===== config.mk =====
export PLATFORM = sky130hd
export DESIGN_NAME = gpb_bank
export DESIGN_NICKNAME = d
export VERILOG_FILES = /design/src/rtl/gpb_pkg.sv /design/src/rtl/gpb_bank.sv /design/src/rtl/gpb_sync.sv /design/src/rtl/gpb_pin_cell.sv
export SDC_FILE = /design/constraint.sdc
export NUM_CORES = 1
export LEC_CHECK = 0
export ABC_AREA = 1
export BUFFER_PORTS_ARGS = -buffer_cell sky130_fd_sc_hd__buf_2
export CAP_MARGIN = 30
export CORE_ASPECT_RATIO = 1.4
export CORE_MARGIN = 5
export CORE_UTILIZATION = 25
export CTS_BUF_LIST = sky130_fd_sc_hd__clkbuf_16
export DETAILED_ROUTE_END_ITERATION = 8
export PLACE_DENSITY = 0.51
export SLEW_MARGIN = 40
export SYNTH_ARGS = -nofsm -noshare
export SYNTH_HDL_FRONTEND = slang
export SYNTH_SLANG_ARGS = --single-unit

===== constraint.sdc =====
create_clock -name clock -period 8.71 [get_ports clock]
set_input_delay 1.3065 -clock clock [delete_from_list [all_inputs] [get_ports clock]]
set_output_delay 1.3065 -clock clock [all_outputs]
set_load 0.005 [all_outputs]

===== src/rtl/gpb_pkg.sv =====
package gpb_pkg;
  // Bank geometry
  localparam int PORT_W = 8;
  localparam int NPORT = 3;
  localparam int NPIN = PORT_W * NPORT;
  // Port slots inside the pin vectors
  localparam int PA = 0;
  localparam int PB = 1;
  localparam int PC = 2;
  // Register indexes; byte address is four times the index
  localparam logic [5:0] IDX_PC_DATA = 6'h00;
  localparam logic [5:0] IDX_PC_DIR = 6'h01;
  localparam logic [5:0] IDX_PC_OPT = 6'h02;
  localparam logic [5:0] IDX_PB_DATA = 6'h04;
  localparam logic [5:0] IDX_PB_DIR = 6'h05;
  localparam logic [5:0] IDX_PB_OPT = 6'h06;
  localparam logic [5:0] IDX_PA_DATA = 6'h08;
  localparam logic [5:0] IDX_PA_DIR = 6'h09;
  localparam logic [5:0] IDX_PA_OPT = 6'h0a;
  localparam logic [5:0] IDX_IRQ_STATUS = 6'h10;
  localparam logic [5:0] IDX_IRQ_ENABLE = 6'h11;
  localparam logic [5:0] IDX_IRQ_CLEAR = 6'h12;
  // Reset values
  localparam logic [7:0] PORT_RESET = 8'h00;
  localparam logic [1:0] IRQ_RESET = 2'h0;
  // Pins A6 and A4 are true open-drain pads
  localparam logic [NPIN-1:0] TOD_MASK = 24'h000050;
  // External interrupt vector membership: ei0 port A, ei1 ports B and C
  localparam logic [NPIN-1:0] VEC0_MASK = 24'h0000ff;
  localparam logic [NPIN-1:0] VEC1_MASK = 24'hffff00;
  localparam int NVEC = 2;
  // Status bit positions
  localparam int ST_EI0 = 0;
  localparam int ST_EI1 = 1;
endpackage


===== src/rtl/gpb_bank.sv =====
`timescale 1ns/1ps
`default_nettype none
module gpb_bank
  import gpb_pkg::*;
#(
  parameter int DATA_W = 32,
  parameter int ADDR_W = 8
) (
  input wire logic clock,
  input wire logic rst,
  // Avalon-MM slave, byte address
  input wire logic [ADDR_W-1:0] address,
  input wire logic read,
  input wire logic write,
  input wire logic [DATA_W-1:0] writedata,
  input wire logic [DATA_W/8-1:0] byteenable,
  output logic [DATA_W-1:0] readdata,
  output logic waitrequest,
  // Pads: bit 8*port+x, port A=0, B=1, C=2
  input wire logic [NPIN-1:0] pin_in,
  output logic [NPIN-1:0] pin_out,
  output logic [NPIN-1:0] pin_oe,
  output logic [NPIN-1:0] pin_pullup,
  // Peripheral alternate functions
  input wire logic [NPIN-1:0] alt_oe,
  input wire logic [NPIN-1:0] alt_out,
  output logic [NPIN-1:0] alt_in,
  // Core interface
  input wire logic core_int_masked,
  input wire logic [NVEC-1:0] vec_fetch,
  output logic [NVEC-1:0] ext_irq,
  output logic wake,
  // Software-visible interrupt line
  output logic irq
);
  // Elaboration checks: the byte map needs 32-bit words and 8 address bits
  if (DATA_W != 32) begin : g_bad_data_w
    $error("gpb_bank needs 32-bit data");
  end
  if (ADDR_W < 8) begin : g_bad_addr_w
    $error("gpb_bank needs at least 8 address bits");
  end

  // Register storage: one byte per port for latch, direction and option; interrupt state per vector
  logic [NPORT-1:0][PORT_W-1:0] latch_q; // Data latches
  logic [NPORT-1:0][PORT_W-1:0] dir_q; // Direction registers
  logic [NPORT-1:0][PORT_W-1:0] opt_q; // Option registers
  logic [NVEC-1:0] stat_q; // Sticky event status
  logic [NVEC-1:0] en_q; // Status enables
  logic [NVEC-1:0] req_q; // Vector request latches
  logic [NPIN-1:0] prev_q; // Previous synchronised level

  // Bus handshake state
  logic waitrequest_q; // Registered waitrequest
  logic [DATA_W-1:0] readdata_q; // Registered read data
  logic [5:0] idx; // Word index
  logic req_any; // Any request on bus
  logic wr_do; // Write takes effect this edge
  logic [7:0] wbyte; // Low byte of write data
  logic [7:0] rd_d; // Read mux result

  // Per-pin decoded values
  logic [NPIN-1:0] pin_sync; // Synchronised pin levels
  logic [NPIN-1:0] dir_v; // Flat direction
  logic [NPIN-1:0] opt_v; // Flat option
  logic [NPIN-1:0] latch_v; // Flat latch
  logic [NPIN-1:0] out_d; // Next pad value
  logic [NPIN-1:0] oe_d; // Next pad enable
  logic [NPIN-1:0] pu_d; // Next pull-up
  logic [NPIN-1:0] rd_v; // Read-back bits
  logic [NPIN-1:0] alt_in_d; // Next peripheral input
  logic [NPIN-1:0] int_en; // Interrupt-capable pins
  logic [NPIN-1:0] fall; // Falling edge per pin
  logic [NVEC-1:0] evt; // Combined event per vector

  // Pin levels are synchronised before any use
  gpb_sync #(
    .W(NPIN)
  ) u_sync (
    .clock(clock),
    .rst(rst),
    .async_in(pin_in),
    .sync_out(pin_sync)
  );

  // Flatten the per-port registers, bit x of port p is pin 8p+x
  assign dir_v = dir_q;
  assign opt_v = opt_q;
  assign latch_v = latch_q;

  // One decode cell per pin
  genvar g;
  generate
    for (g = 0; g < NPIN; g++) begin : g_pin
      gpb_pin_cell u_cell (
        .dir(dir_v[g]),
        .opt(opt_v[g]),
        .latch(latch_v[g]),
        .tod(TOD_MASK[g]),
        .alt_oe(alt_oe[g]),
        .alt_out(alt_out[g]),
        .pin_lvl(pin_sync[g]),
        .out_d(out_d[g]),
        .oe_d(oe_d[g]),
        .pu_d(pu_d[g]),
        .rd_bit(rd_v[g]),
        .alt_in(alt_in_d[g]),
        .int_en(int_en[g])
      );
    end
  endgenerate

  // Bus decode helpers
  assign idx = address[7:2];
  assign req_any = read || write;
  assign wr_do = write && !waitrequest_q;
  assign wbyte = writedata[7:0];

  // Read multiplexer, offsets per port
  always_comb begin
    unique case (idx)
      IDX_PC_DATA: rd_d = rd_v[PC*PORT_W +: PORT_W];
      IDX_PC_DIR: rd_d = dir_q[PC];
      IDX_PC_OPT: rd_d = opt_q[PC];
      IDX_PB_DATA: rd_d = rd_v[PB*PORT_W +: PORT_W];
      IDX_PB_DIR: rd_d = dir_q[PB];
      IDX_PB_OPT: rd_d = opt_q[PB];
      IDX_PA_DATA: rd_d = rd_v[PA*PORT_W +: PORT_W];
      IDX_PA_DIR: rd_d = dir_q[PA];
      IDX_PA_OPT: rd_d = opt_q[PA];
      IDX_IRQ_STATUS: rd_d = {6'h00, stat_q};
      IDX_IRQ_ENABLE: rd_d = {6'h00, en_q};
      // Clear register and unmapped space read zero
      default: rd_d = 8'h00;
    endcase
  end

  // Waitrequest: one cycle of wait, then one cycle low per access
  always_ff @(posedge clock or posedge rst) begin
    if (rst) begin
      waitrequest_q <= 1'b1;
    end else if (req_any && waitrequest_q) begin
      // Request seen: answer next cycle
      waitrequest_q <= 1'b0;
    end else begin
      // Accepted or idle: back to waiting
      waitrequest_q <= 1'b1;
    end
  end

  // Read data captured as waitrequest falls, held otherwise
  always_ff @(posedge clock or posedge rst) begin
    if (rst) begin
      readdata_q <= '0;
    end else if (read && waitrequest_q) begin
      readdata_q <= {24'h000000, rd_d};
    end
  end

  // Data latches: written whatever the direction
  always_ff @(posedge clock or posedge rst) begin
    if (rst) begin
      latch_q <= '0;
    end else if (wr_do && byteenable[0]) begin
      unique case (idx)
        IDX_PC_DATA: latch_q[PC] <= wbyte;
        IDX_PB_DATA: latch_q[PB] <= wbyte;
        IDX_PA_DATA: latch_q[PA] <= wbyte;
        default: begin
          // Other addresses leave latches alone
        end
      endcase
    end
  end

  // Direction registers
  always_ff @(posedge clock or posedge rst) begin
    if (rst) begin
      dir_q <= '0;
    end else if (wr_do && byteenable[0]) begin
      unique case (idx)
        IDX_PC_DIR: dir_q[PC] <= wbyte;
        IDX_PB_DIR: dir_q[PB] <= wbyte;
        IDX_PA_DIR: dir_q[PA] <= wbyte;
        default: begin
          // Other addresses leave directions alone
        end
      endcase
    end
  end

  // Option registers
  always_ff @(posedge clock or posedge rst) begin
    if (rst) begin
      opt_q <= '0;
    end else if (wr_do && byteenable[0]) begin
      unique case (idx)
        IDX_PC_OPT: opt_q[PC] <= wbyte;
        IDX_PB_OPT: opt_q[PB] <= wbyte;
        IDX_PA_OPT: opt_q[PA] <= wbyte;
        default: begin
          // Other addresses leave options alone
        end
      endcase
    end
  end

  // Falling-edge event on interrupt-enabled pins
  assign fall = prev_q & ~pin_sync & int_en;

  // Pins sharing a vector are OR-combined
  assign evt[0] = |(fall & VEC0_MASK);
  assign evt[1] = |(fall & VEC1_MASK);

  // Previous synchronised level for edge detection
  always_ff @(posedge clock or posedge rst) begin
    if (rst) begin
      prev_q <= '0;
    end else begin
      prev_q <= pin_sync;
    end
  end

  // Vector request latches: set by event, cleared by fetch, set wins
  always_ff @(posedge clock or posedge rst) begin
    if (rst) begin
      req_q <= '0;
    end else begin
      req_q <= (req_q & ~vec_fetch) | evt;
    end
  end

  // Core requests gated by the core mask; wake is ungated
  always_ff @(posedge clock or posedge rst) begin
    if (rst) begin
      ext_irq <= '0;
      wake <= 1'b0;
    end else begin
      ext_irq <= core_int_masked ? '0 : (req_q & ~vec_fetch);
      wake <= |req_q;
    end
  end

  // Sticky status: event sets, write-one clears, set wins
  always_ff @(posedge clock or posedge rst) begin
    if (rst) begin
      stat_q <= IRQ_RESET;
    end else if (wr_do && byteenable[0] && idx == IDX_IRQ_CLEAR) begin
      stat_q <= (stat_q & ~wbyte[NVEC-1:0]) | evt;
    end else begin
      stat_q <= stat_q | evt;
    end
  end

  // Status enable register
  always_ff @(posedge clock or posedge rst) begin
    if (rst) begin
      en_q <= IRQ_RESET;
    end else if (wr_do && byteenable[0] && idx == IDX_IRQ_ENABLE) begin
      en_q <= wbyte[NVEC-1:0];
    end
  end

  // Level interrupt while an enabled status bit is set
  always_ff @(posedge clock or posedge rst) begin
    if (rst) begin
      irq <= 1'b0;
    end else begin
      irq <= |(stat_q & en_q);
    end
  end

  // Pad and peripheral outputs registered, cleared by reset
  always_ff @(posedge clock or posedge rst) begin
    if (rst) begin
      pin_out <= '0;
      pin_oe <= '0;
      pin_pullup <= '0;
      alt_in <= '0;
    end else begin
      pin_out <= out_d;
      pin_oe <= oe_d;
      pin_pullup <= pu_d;
      alt_in <= alt_in_d;
    end
  end

  // Bus outputs straight from flops
  assign readdata = readdata_q;
  assign waitrequest = waitrequest_q;
endmodule
`default_nettype wire


===== src/rtl/gpb_sync.sv =====
`timescale 1ns/1ps
`default_nettype none
// Two-stage level synchroniser for asynchronous pin inputs
module gpb_sync #(
  parameter int W = 8
) (
  input wire logic clock,
  input wire logic rst,
  input wire logic [W-1:0] async_in,
  output logic [W-1:0] sync_out
);
  logic [W-1:0] meta_q; // First stage, read only by second stage

  // Two flops in series
  always_ff @(posedge clock or posedge rst) begin
    if (rst) begin
      meta_q <= '0;
      sync_out <= '0;
    end else begin
      meta_q <= async_in;
      sync_out <= meta_q;
    end
  end
endmodule
`default_nettype wire


===== src/rtl/gpb_pin_cell.sv =====
`timescale 1ns/1ps
`default_nettype none
// Per-pin mode decode: drive, pull-up, read-back and alternate routing
module gpb_pin_cell (
  input wire logic dir, // 1 output, 0 input
  input wire logic opt, // Option bit
  input wire logic latch, // Stored data bit
  input wire logic tod, // True open-drain pad
  input wire logic alt_oe, // Peripheral drives this pin
  input wire logic alt_out, // Peripheral output value
  input wire logic pin_lvl, // Synchronised pin level
  output logic out_d, // Pad output value
  output logic oe_d, // Pad output enable
  output logic pu_d, // Pull-up enable
  output logic rd_bit, // Data register read value
  output logic alt_in, // Value seen by peripheral
  output logic int_en // Pin is an interrupt input
);
  logic src; // Selected drive source
  logic pp; // Push-pull drive selected

  // Drive and read decode
  always_comb begin
    // Peripheral output overrides direction and data
    src = alt_oe ? alt_out : latch;
    // Push-pull only on standard pads, with option set or when the peripheral drives
    pp = alt_oe ? !tod : (opt && !tod);
    out_d = 1'b0;
    oe_d = 1'b0;
    if (dir || alt_oe) begin
      if (pp) begin
        // Push-pull: both levels driven
        out_d = src;
        oe_d = 1'b1;
      end else begin
        // Open-drain: drive low only, high floats
        out_d = 1'b0;
        oe_d = !src;
      end
    end
    // Pull-up only on standard pads in input mode with option set
    pu_d = !dir && !alt_oe && opt && !tod;
    // Read-back selection
    if (dir) begin
      rd_bit = latch;
    end else if (alt_oe) begin
      rd_bit = alt_out;
    end else begin
      rd_bit = pin_lvl;
    end
    // Peripheral input sees latch when pin is an output
    alt_in = dir ? latch : pin_lvl;
    // Interrupt input: input mode with option set, both pad kinds
    int_en = !dir && opt;
  end
endmodule
`default_nettype wire


==> flow_metrics.env, run 1 <==
export IMPL_start_kind="input pin"
export IMPL_seqPwrFrac=0.469
export IMPL_area_delta_synth_final_pct=23.8
export IMPL_drc=0
export IMPL_p_leak_nw=6.31
export IMPL_regArea_um2=6380
export IMPL_yosysSeqAreaShare=0.618
export IMPL_multiInputGateArea_um2=3370
export IMPL_skew_ns=0.00924
export IMPL_max_freq_ghz=0.364
export IMPL_initial_core_util=0.251
export IMPL_fillers=4294
export IMPL_netlist_area_um2=10300
export IMPL_hold_class="flop to flop"
export IMPL_dp_worst_setup_slack_ns=5.36
export IMPL_cp_slowest_cell="nor2_4"
export IMPL_grt_pass1_wl_um=47800
export IMPL_p_clk_frac=0.456
export IMPL_max_slew_margin=0.600
export IMPL_drv_slew=0
export IMPL_vias=8092
export IMPL_nNetsFinal=1421
export IMPL_num_io_pins=256
export IMPL_root_buffer="clkbuf_16"
export IMPL_worst_setup_path_type="input pin to flop"
export IMPL_finalCriticalPeriod_ns=2.75
export IMPL_drive_gt1_frac=0.202
export IMPL_finalSetupViolCount=0
export IMPL_wirelength_um=32000
export IMPL_rows=88
export IMPL_syn_inst=1097
export IMPL_portBuffers=198
export IMPL_crit_path_end_kind="flop"
export IMPL_ir_drop_mv=0.144
export IMPL_grt_ovfl_total=0
export IMPL_gr_usage_all_layers=0.136
export IMPL_dp_hpwl_um=23900
export IMPL_place_gp_congestion=0.892
export IMPL_netSwitchingFraction=0.247
export IMPL_grt_pass1_vias=8029
export IMPL_cts_buffers_inserted=28
export IMPL_crit_fanout=25
export IMPL_dr_pass1_iters=6
export IMPL_design_core_area_um2=41100
export IMPL_worst_pin_slew_ns=0.599
export IMPL_status="complete, no violations"
export IMPL_clock_latency_ns=0.55
export IMPL_cts_htree_levels=1
export IMPL_slowest_delay_ns=0.49
export IMPL_crit_arrival_ns=3.20
export IMPL_antenna_found_initial=4
export IMPL_rsz0062_at_grt="no"
export IMPL_die_w_um=182
export IMPL_reg2reg_depth=4
export IMPL_power_switching_w=0.000681
export IMPL_p_int_w=0.00207
export IMPL_clk_pin_slew_worst_paths_ns=0.06
export IMPL_fin_ws_ns=5.96
export IMPL_syn_avg_cell_area_um2=9.42
export IMPL_post_drt_wl_per_cell_um=17.2
export IMPL_cts_resized=0
export IMPL_powerDensity_nw_per_um2=215
export IMPL_hold_buffers=0
export IMPL_drtAntennaViolNets=0
export IMPL_cts_tree="built"
export IMPL_combPwrFrac=0.075
export IMPL_clock_path_buffers=3
export IMPL_yosys_warnings=0
export IMPL_hold_viol_final=0
export IMPL_yosysUniqueCellTypes=28
export IMPL_synth_seq_cells=255
export IMPL_critPathRequiredTime_ns=9.17
export IMPL_min_path_cells=0
export IMPL_die_h_um=251
export IMPL_grt_max_degree=148
export IMPL_dieArea_um2=45500
export IMPL_clock_sinks=255
export IMPL_fin_crit_sh=0.315
export IMPL_cp_cell_sequence="buf_2, nor2_4, nand3_2, inv_1, nand2_1, o21ai_0"
export IMPL_drv_cap=0
export IMPL_first_iter_violations=527
export IMPL_layout_common_cells="nand2_1, dfrtp_1, buf_2"
export IMPL_tns_ns=0
export IMPL_via_per_inst=4.35
export IMPL_final_common_cell="nand2_1"
export IMPL_post_cts_buffers=0
-- sequential cells by signal, summed over array words and instances (netlist names), 2 cells and up --
| register | cells |
|---|---|
| alt_in | 24 |
| dir_q | 24 |
| latch_q | 24 |
| opt_q | 24 |
| pin_oe | 24 |
| prev_q | 24 |
| u_sync.meta_q | 24 |
| u_sync.sync_out | 24 |
| pin_out | 22 |
| pin_pullup | 22 |
| readdata | 8 |
| en_q | 2 |
| ext_irq | 2 |
| req_q | 2 |
| stat_q | 2 |
-- stage by stage --
step | cells | total power, W | hold WS, ns | util | area (µm²)
2_1_floorplan | 1124 | 0.00142 | 0.331 | - | 10400
3_5_place_dp | 1807 | 0.00152 | 0.336 | 0.287 | 11800
5_1_grt | 1860 | 0.00288 | 0.353 | 0.311 | 12800
3_3_place_gp | 1807 | 0.00152 | 0.332 | 0.287 | 11800
6_report | 1861 | 0.00275 | 0.346 | 0.311 | 12800
4_1_cts | 1859 | 0.00280 | 0.347 | 0.310 | 12700
-- cell families after synthesis --
kind of cell    after synthesis  synth area share
flops                       255             0.618
other cells                   1          0.000363
simple gates                534             0.231
buf+inv                     143            0.0663
compound gates              164            0.0839
-- area by class of cell --
| class | count | share of cell area |
|---|---|---|
| multi-input cells | 726 | 0.263 |
| repair buffers | 201 | 0.0818 |
| inverters | 86 | 0.0262 |
| diodes | 1 | 0.000196 |
| clock buffers | 29 | 0.0568 |
| well taps | 540 | 0.0528 |
| clock inverters | 23 | 0.0197 |
| flip-flops and latches | 255 | 0.499 |
-- power by group through the flow --
stage | clock (W) | sequential [W] | combinational, W
floorplan | 0 | 0.00130 | 0.000121
global placement | 0 | 0.00131 | 0.000205
detailed placement | 0 | 0.00131 | 0.000209
CTS | 0.00129 | 0.00129 | 0.000210
global route | 0.00134 | 0.00130 | 0.000236
finish | 0.00125 | 0.00129 | 0.000206
-- cells in the mapped netlist --
library cell,count,area (µm²)
a21oi_1,70,350
a22o_1,1,8.76
and2_1,1,6.26
buf_2,10,50.1
buf_4,30,225
buf_6,3,33.8
clkbuf_1,14,52.6
conb_1,1,3.75
dfrtp_1,254,6360
dfstp_2,1,26.3
inv_1,86,323
nand2_1,290,1090
nand2_2,3,18.8
nand2_4,1,11.3
nand3_1,68,340
nand3_2,1,10.0
nand3_4,1,17.5
nand3b_1,23,173
nand4_1,23,144
nor2_1,91,342
nor2_2,4,25.0
nor2_4,3,33.8
nor3_1,1,5.00
nor3b_1,21,158
o2111a_1,2,22.5
o21a_1,12,90.1
o21ai_0,79,395
or2_2,3,18.8
-- per-layer routing --
metal  up-vias  global-route usage  part of all wire  wire (µm)
li1       3914                   -                 -          -
met1      3863               0.161              0.39      12600
met2       257               0.252              0.53      16900
met3        58              0.0192             0.050       1580
met4         0              0.0414             0.029        928
met5         -                   0                 0          0
-- critical path: cells and delay by family --
family | cells | cell delay [ns]
buffers and inverters | 2 | 0.35
AOI/OAI and AO/OA | 1 | 0.28
and+or+nand+nor | 3 | 1.26
-- worst paths after layout --
| path | from | end | slack (ns) |
|---|---|---|---|
| hold / removal | u_sync.meta_q[14] | u_sync.sync_out[14] | 0.35 |
| hold reg to reg | u_sync.meta_q[14] | u_sync.sync_out[14] | 0.35 |
| min in group asynchronous | rst | pin_pullup[7] | 0.81 |
| setup / recovery | address[7] | latch_q[12] | 5.96 |
| max in group asynchronous | rst | pin_out[14] | 6.65 |
| setup reg to reg | waitrequest | opt_q[15] | 6.77 |
Note: power is estimated with default switching activity, not from simulation.
==> inputs of run 2 (changes only) <==
--- a/config.mk
+++ b/config.mk
@@ -5,7 +5,7 @@
 export SDC_FILE = /design/constraint.sdc
 export NUM_CORES = 1
 export LEC_CHECK = 0
-export ABC_AREA = 1
+export ABC_AREA = 0
 export BUFFER_PORTS_ARGS = -buffer_cell sky130_fd_sc_hd__buf_2
 export CAP_MARGIN = 30
 export CORE_ASPECT_RATIO = 1.4
==> constraint.sdc (replaced) <==
create_clock -name clock -period 2.2 [get_ports clock]
set_input_delay 0.33 -clock clock [delete_from_list [all_inputs] [get_ports clock]]
set_output_delay 0.33 -clock clock [all_outputs]
set_load 0.005 [all_outputs]
==> run 2 against run 1 <==
Core utilization is 1.9 points higher. Synthesized area is 4.3% higher. Via count is 9.5% lower. Wire length is 0.54% lower. Flip-flop and latch count stayed put. Clock power grew to 3.6 times the previous value. Sequential power grew to 3.9 times the previous value. Critical path depth is 2 lower. Clock-buffer cell count stayed put. Global-route usage is 0.54 points lower. Combinational power grew to 5.0 times the previous value. Largest cell class unchanged. Largest power group unchanged.
==> flow_metrics.env, run 2 <==
export IMPL_syn_inst=806
export IMPL_crit_fanout=5
export IMPL_drv_cap=0
export IMPL_yosysMostFrequentCell="dfrtp_1"
export IMPL_rsz0062_at_grt="no"
export IMPL_reg2reg_depth=4
export IMPL_power_switching_w=0.00256
export IMPL_power_w=0.0106
export IMPL_yosysTopAreaCellShare=0.590
export IMPL_seqPwrFrac=0.480
export IMPL_r2r_start="waitrequest"
export IMPL_root_buffer="clkbuf_16"
export IMPL_r2r_end="en_q[0]"
export IMPL_min_delay_start="alt_oe[8]"
export IMPL_place_gp_congestion=0.820
export IMPL_num_io_pins=256
export IMPL_grt_max_degree=66
export IMPL_final_common_cell="dfrtp_1"
export IMPL_gr_usage_all_layers=0.130
export IMPL_crit_arrival_ns=2.38
export IMPL_finalSetupViolCount=0
export IMPL_max_freq_ghz=0.513
export IMPL_p_clk_frac=0.424
export IMPL_combPwrFrac=0.096
export IMPL_cts_buffers_inserted=28
export IMPL_yosysTopAreaCell="dfrtp_1"
export IMPL_hold_viol_final=0
export IMPL_antenna_found_initial=2
export IMPL_initial_core_util=0.251
export IMPL_final_cell_area_um2=14200
export IMPL_layoutNonFillerInstCount=1699
export IMPL_min_to="pin_oe[8]"
export IMPL_drv_slew=0
export IMPL_die_w_um=185
export IMPL_async_reset_ff_frac=1.00
export IMPL_dp_hpwl_um=23400
export IMPL_worst_pin_slew_ns=0.565
export IMPL_worst_setup_path_type="flop to flop"
export IMPL_skew_ns=0.0164
export IMPL_design_core_area_um2=42900
export IMPL_drive_gt1_frac=0.349
export IMPL_grt_pass1_wl_um=47200
export IMPL_hold_class="input pin to flop"
export IMPL_clock_latency_ns=0.55
export IMPL_cts_htree_levels=1
export IMPL_crit_path_end_kind="flop"
export IMPL_yosysUniqueCellTypes=64
export IMPL_post_drt_wl_per_cell_um=18.7
export IMPL_area_delta_synth_final_pct=31.6
export IMPL_dr_pass1_iters=5
export IMPL_wirelength_um=31800
export IMPL_first_iter_violations=376
export IMPL_drc=0
export IMPL_via_per_inst=4.31
export IMPL_grt_ovfl_total=0
export IMPL_netlist_area_um2=10800
export IMPL_syn_avg_cell_area_um2=13.4
export IMPL_die_h_um=256
export IMPL_postPlaceCellArea_um2=12700
export IMPL_reg2reg_slack_ns=0.25
export IMPL_dieArea_um2=47400
export IMPL_clk_pin_slew_worst_paths_ns=0.06
export IMPL_vias=7326
export IMPL_max_slew_margin=0.620
export IMPL_yosys_warnings=0
export IMPL_min_path_cells=2
export IMPL_netSwitchingFraction=0.242
export IMPL_portBuffers=198
export IMPL_powerDensity_nw_per_um2=746
export IMPL_synth_main_ff_cell="dfrtp_1"
export IMPL_start_kind="flop"
export IMPL_synth_edf_count=0
export IMPL_grt_pass1_vias=7665
export IMPL_ir_drop_mv=0.505
export IMPL_synth_seq_cells=255
export IMPL_dp_cells=1592
export IMPL_layout_common_cells="dfrtp_1, buf_2, mux2_4"
export IMPL_cts_tree="built"
export IMPL_drtAntennaViolNets=0
export IMPL_p_leak_nw=7.00
export IMPL_yosysSeqAreaShare=0.592
export IMPL_rows=90
export IMPL_fin_crit_sh=0.887
export IMPL_synth_top_cells_by_count="dfrtp_1, mux2_4, o21ai_0"
export IMPL_status="complete, no violations"
export IMPL_finalCriticalPeriod_ns=1.95
export IMPL_post_cts_buffers=0
export IMPL_clock_sinks=255
export IMPL_clock_path_buffers=3
export IMPL_p_int_w=0.00801
export IMPL_fillers=4257
export IMPL_critPathRequiredTime_ns=2.63
export IMPL_hold_ws_ns=0.0238
export IMPL_synth_area_leaders="dfrtp_1, mux2_4, mux2i_1, nand2b_1, o21ai_0"
export IMPL_nNetsFinal=1249
export IMPL_tns_ns=0
[run 2: power groups by stage]
| stage | clock, W | sequential (W) | combinational, W |
|---|---|---|---|
| 2_1_floorplan | 0 | 0.00514 | 0.000509 |
| 3_3_place_gp | 0 | 0.00516 | 0.000948 |
| 3_5_place_dp | 0 | 0.00516 | 0.000953 |
| 4_1_cts | 0.00463 | 0.00508 | 0.00104 |
| 5_1_grt | 0.00481 | 0.00510 | 0.00112 |
| 6_report | 0.00448 | 0.00508 | 0.00102 |
[run 2: worst max path at each step]
stage	from	end	slack [ns]	depth (start not counted)
after CTS	waitrequest	en_q[0]	0.26	4
final	waitrequest	en_q[0]	0.25	4
after global routing	opt_q[21]	req_q[1]	0.16	5
after floorplan	rst	alt_in[0]	-1.49	1
after detailed placement	address[2]	dir_q[18]	0.15	4
after global placement	address[2]	dir_q[19]	0.15	4
[run 2: worst max-delay path, cell delays in order, from the launching register on]
cell and delay, ns:
dfstp_2 0.38, and3b_1 0.42, nand2_2 0.30, nor4_2 0.37, mux2_2 0.37
[run 2: cell families after synthesis]
logic type | after synthesis | share of synthesized area
AND/OR/NAND/NOR | 216 | 0.134
AO/OA/AOI/OAI | 138 | 0.0886
buffers and inverters | 78 | 0.0425
flip-flops | 255 | 0.592
other | 1 | 0.000348
multiplexers | 118 | 0.142
[run 2: timing repair]
item                                   CTS  global route
endpoints found under the hold margin   66             0
hold buffers                            56             0
resized for setup                        0             0
[run 2: metal layers]
metal | wire (µm) | vias to the layer above | share of wire | track usage
li1 | - | 3435 | - | -
met1 | 12900 | 3612 | 0.41 | 0.162
met2 | 16200 | 223 | 0.51 | 0.231
met3 | 1840 | 54 | 0.058 | 0.0203
met4 | 866 | 2 | 0.027 | 0.0400
met5 | 13 | - | 0.00041 | 0
[run 2: final cells by class]
class / instances / area (µm²) / share of cell area
repair buffers: 313 / 2090 / 0.148
flip-flops and latches: 255 / 6380 / 0.450
diodes: 1 / 2.50 / 0.000176
inverters: 28 / 109 / 0.00768
multi-input cells: 500 / 4030 / 0.285
clock inverters: 21 / 140 / 0.00988
well taps: 552 / 691 / 0.0487
clock buffers: 29 / 726 / 0.0512
[run 2: stage by stage]
| step | setup slack [ns] | util |
|---|---|---|
| global route | 0.156 | 0.330 |
| floorplan | -1.49 | - |
| global placement | 0.148 | 0.297 |
| detailed placement | 0.146 | 0.297 |
| finish | 0.249 | 0.330 |
| CTS | 0.259 | 0.330 |
==> inputs of run 3 (changes only) <==
--- a/config.mk
+++ b/config.mk
@@ -17,4 +17,5 @@
 export SLEW_MARGIN = 40
 export SYNTH_ARGS = -nofsm -noshare
 export SYNTH_HDL_FRONTEND = slang
+export SYNTH_HIERARCHICAL = 1
 export SYNTH_SLANG_ARGS = --single-unit
==> run 3 against run 2 <==
Critical endpoint is now dir_q[16]. Non-clock buffer count shrank 34. Sequential power grew 2%. Worst hold slack gained 0.017 ns. Sequential share of layout area grew 0.64 points. Wire length shrank 0.16%. Cell area grew 0.15%. Global-route usage grew 0.42 points. Largest cell class unchanged.
==> flow_metrics.env, run 3 <==
export IMPL_drv_slew=0
export IMPL_power_switching_w=0.00268
export IMPL_critPathRequiredTime_ns=2.64
export IMPL_yosysTopAreaCell="dfrtp_1"
export IMPL_max_freq_ghz=0.538
export IMPL_crit_fanout=8
export IMPL_r2r_end="dir_q[16]"
export IMPL_crit_arrival_ns=2.30
export IMPL_p_int_w=0.00831
export IMPL_initial_core_util=0.252
export IMPL_synth_edf_count=0
export IMPL_worst_pin_slew_ns=0.611
export IMPL_grt_pass1_wl_um=48300
export IMPL_combPwrFrac=0.094
export IMPL_hold_class="input pin to flop"
export IMPL_synth_area_leaders="dfrtp_1, mux2_2, nand2_1, o21ai_0, a22o_2"
export IMPL_synth_main_ff_cell="dfrtp_1"
export IMPL_seqPwrFrac=0.469
export IMPL_rsz0062_at_grt="no"
export IMPL_nNetsFinal=1403
export IMPL_grt_max_degree=82
export IMPL_cts_tree="built"
export IMPL_root_buffer="clkbuf_16"
export IMPL_fillers=4223
export IMPL_p_leak_nw=7.02
export IMPL_synth_seq_cells=259
export IMPL_design_core_area_um2=42000
export IMPL_wirelength_um=31800
export IMPL_clk_pin_slew_worst_paths_ns=0.06
export IMPL_worst_setup_path_type="flop to flop"
export IMPL_drive_gt1_frac=0.314
export IMPL_dr_pass1_iters=5
export IMPL_r2r_start="waitrequest"
export IMPL_dp_hpwl_um=23600
export IMPL_grt_pass1_vias=8368
export IMPL_ir_drop_mv=0.541
export IMPL_yosysTopAreaCellShare=0.610
export IMPL_die_h_um=253
export IMPL_syn_inst=891
export IMPL_portBuffers=202
export IMPL_async_reset_ff_frac=1.00
export IMPL_yosysUniqueCellTypes=46
export IMPL_powerDensity_nw_per_um2=774
export IMPL_reg2reg_depth=4
export IMPL_syn_avg_cell_area_um2=11.9
export IMPL_reg2reg_slack_ns=0.34
export IMPL_yosys_warnings=6
export IMPL_cts_buffers_inserted=29
export IMPL_fin_crit_sh=0.845
export IMPL_min_to="ext_irq[1]"
export IMPL_netSwitchingFraction=0.244
export IMPL_yosysSeqAreaShare=0.613
export IMPL_final_cell_area_um2=14200
export IMPL_start_kind="flop"
export IMPL_min_delay_start="vec_fetch[1]"
export IMPL_finalSetupViolCount=0
export IMPL_place_gp_congestion=0.810
export IMPL_cts_htree_levels=1
export IMPL_p_clk_frac=0.437
export IMPL_drtAntennaViolNets=0
export IMPL_postPlaceCellArea_um2=12800
export IMPL_hold_viol_final=0
export IMPL_min_path_cells=3
export IMPL_rows=89
export IMPL_layout_common_cells="dfrtp_1, buf_2, conb_1"
export IMPL_final_common_cell="dfrtp_1"
export IMPL_post_drt_wl_per_cell_um=17.2
export IMPL_synth_top_cells_by_count="dfrtp_1, nand2_1, mux2_2"
export IMPL_vias=7873
export IMPL_drc=0
export IMPL_die_w_um=184
export IMPL_netlist_area_um2=10600
export IMPL_finalCriticalPeriod_ns=1.86
export IMPL_cts_resized=0
export IMPL_first_iter_violations=259
export IMPL_num_io_pins=256
export IMPL_skew_ns=0.00688
export IMPL_clock_path_buffers=3
export IMPL_yosysMostFrequentCell="dfrtp_1"
export IMPL_status="complete, no violations"
export IMPL_grt_ovfl_total=0
export IMPL_dieArea_um2=46600
export IMPL_hold_ws_ns=0.0405
export IMPL_crit_path_end_kind="flop"
export IMPL_gr_usage_all_layers=0.135
export IMPL_drv_cap=0
export IMPL_max_slew_margin=0.591
export IMPL_via_per_inst=4.26
export IMPL_clock_latency_ns=0.56
export IMPL_area_delta_synth_final_pct=34.2
export IMPL_antenna_found_initial=2
export IMPL_clock_sinks=259
## run 3: cells by family (layout without fill, tap and decap cells)
group / Yosys count / after routing / share of synthesized area
flops: 259 / 259 / 0.613
compound gates: 205 / 205 / 0.126
other cells: 2 / 121 / 0.000710
simple gates: 234 / 234 / 0.114
fa+ha+maj: 1 / 1 / 0.00106
mux: 100 / 100 / 0.104
buf+inv: 90 / 382 / 0.0421
## run 3: through the flow
stage / worst slack, ns / power, W / utilization / cells / TNS [ns]
final: 0.341 / 0.0110 / 0.338 / 1848 / 0
after global placement: 0.194 / 0.00621 / 0.304 / 1745 / 0
after detailed placement: 0.217 / 0.00623 / 0.304 / 1745 / 0
after global routing: 0.146 / 0.0115 / 0.338 / 1848 / 0
after floorplan: -0.871 / 0.00574 / - / 1009 / -183.16
after CTS: 0.278 / 0.0112 / 0.338 / 1847 / 0
## run 3: area by class of cell
class | instances | area [µm²] | share of cell area
clock inverter | 23 | 208 | 0.0146
tap | 546 | 683 | 0.0481
clock buffer | 29 | 726 | 0.0511
sequential | 259 | 6480 | 0.457
inverter | 51 | 195 | 0.0137
multi-input combinational | 660 | 4100 | 0.289
antenna | 1 | 2.50 | 0.000176
timing repair buffer | 279 | 1800 | 0.127
## run 3: power groups by stage
stage	Sequential, W	Combinational [W]	Clock (W)
finish	0.00516	0.00103	0.00481
global route	0.00519	0.00116	0.00516
CTS	0.00516	0.00105	0.00500
detailed placement	0.00525	0.000978	0
global placement	0.00524	0.000971	0
floorplan	0.00522	0.000524	0
## run 3: how the worst max path moves through the flow
stage,from,to,slack [ns],cells past startpoint
global route,waitrequest,dir_q[22],0.15,4
global placement,address[4],readdata[2],0.19,7
floorplan,rst,alt_in[0],-0.87,1
detailed placement,address[4],readdata[2],0.22,7
finish,waitrequest,dir_q[16],0.34,4
CTS,waitrequest,dir_q[16],0.28,4
## run 3: timing repair
item,4_1_cts,5_1_grt
setup buffers,0,0
hold buffers,50,0
endpoints found under the hold margin,137,0
endpoints found under the setup margin,0,0
## run 3: per-layer routing
layer  vias to the layer above  track usage  part of all wire
met5                         -            0           0.00041
met4                         2       0.0486             0.029
met3                        42       0.0213             0.049
met2                       188        0.248              0.53
met1                      3842        0.156              0.39
li1                       3799            -                 -
## run 3: worst max-delay path, stage by stage, from the launching register on
cell,delay [ns]
dfstp_2,0.38
and3b_1,0.36
nor3b_2,0.35
nand2_2,0.31
mux2_2,0.35
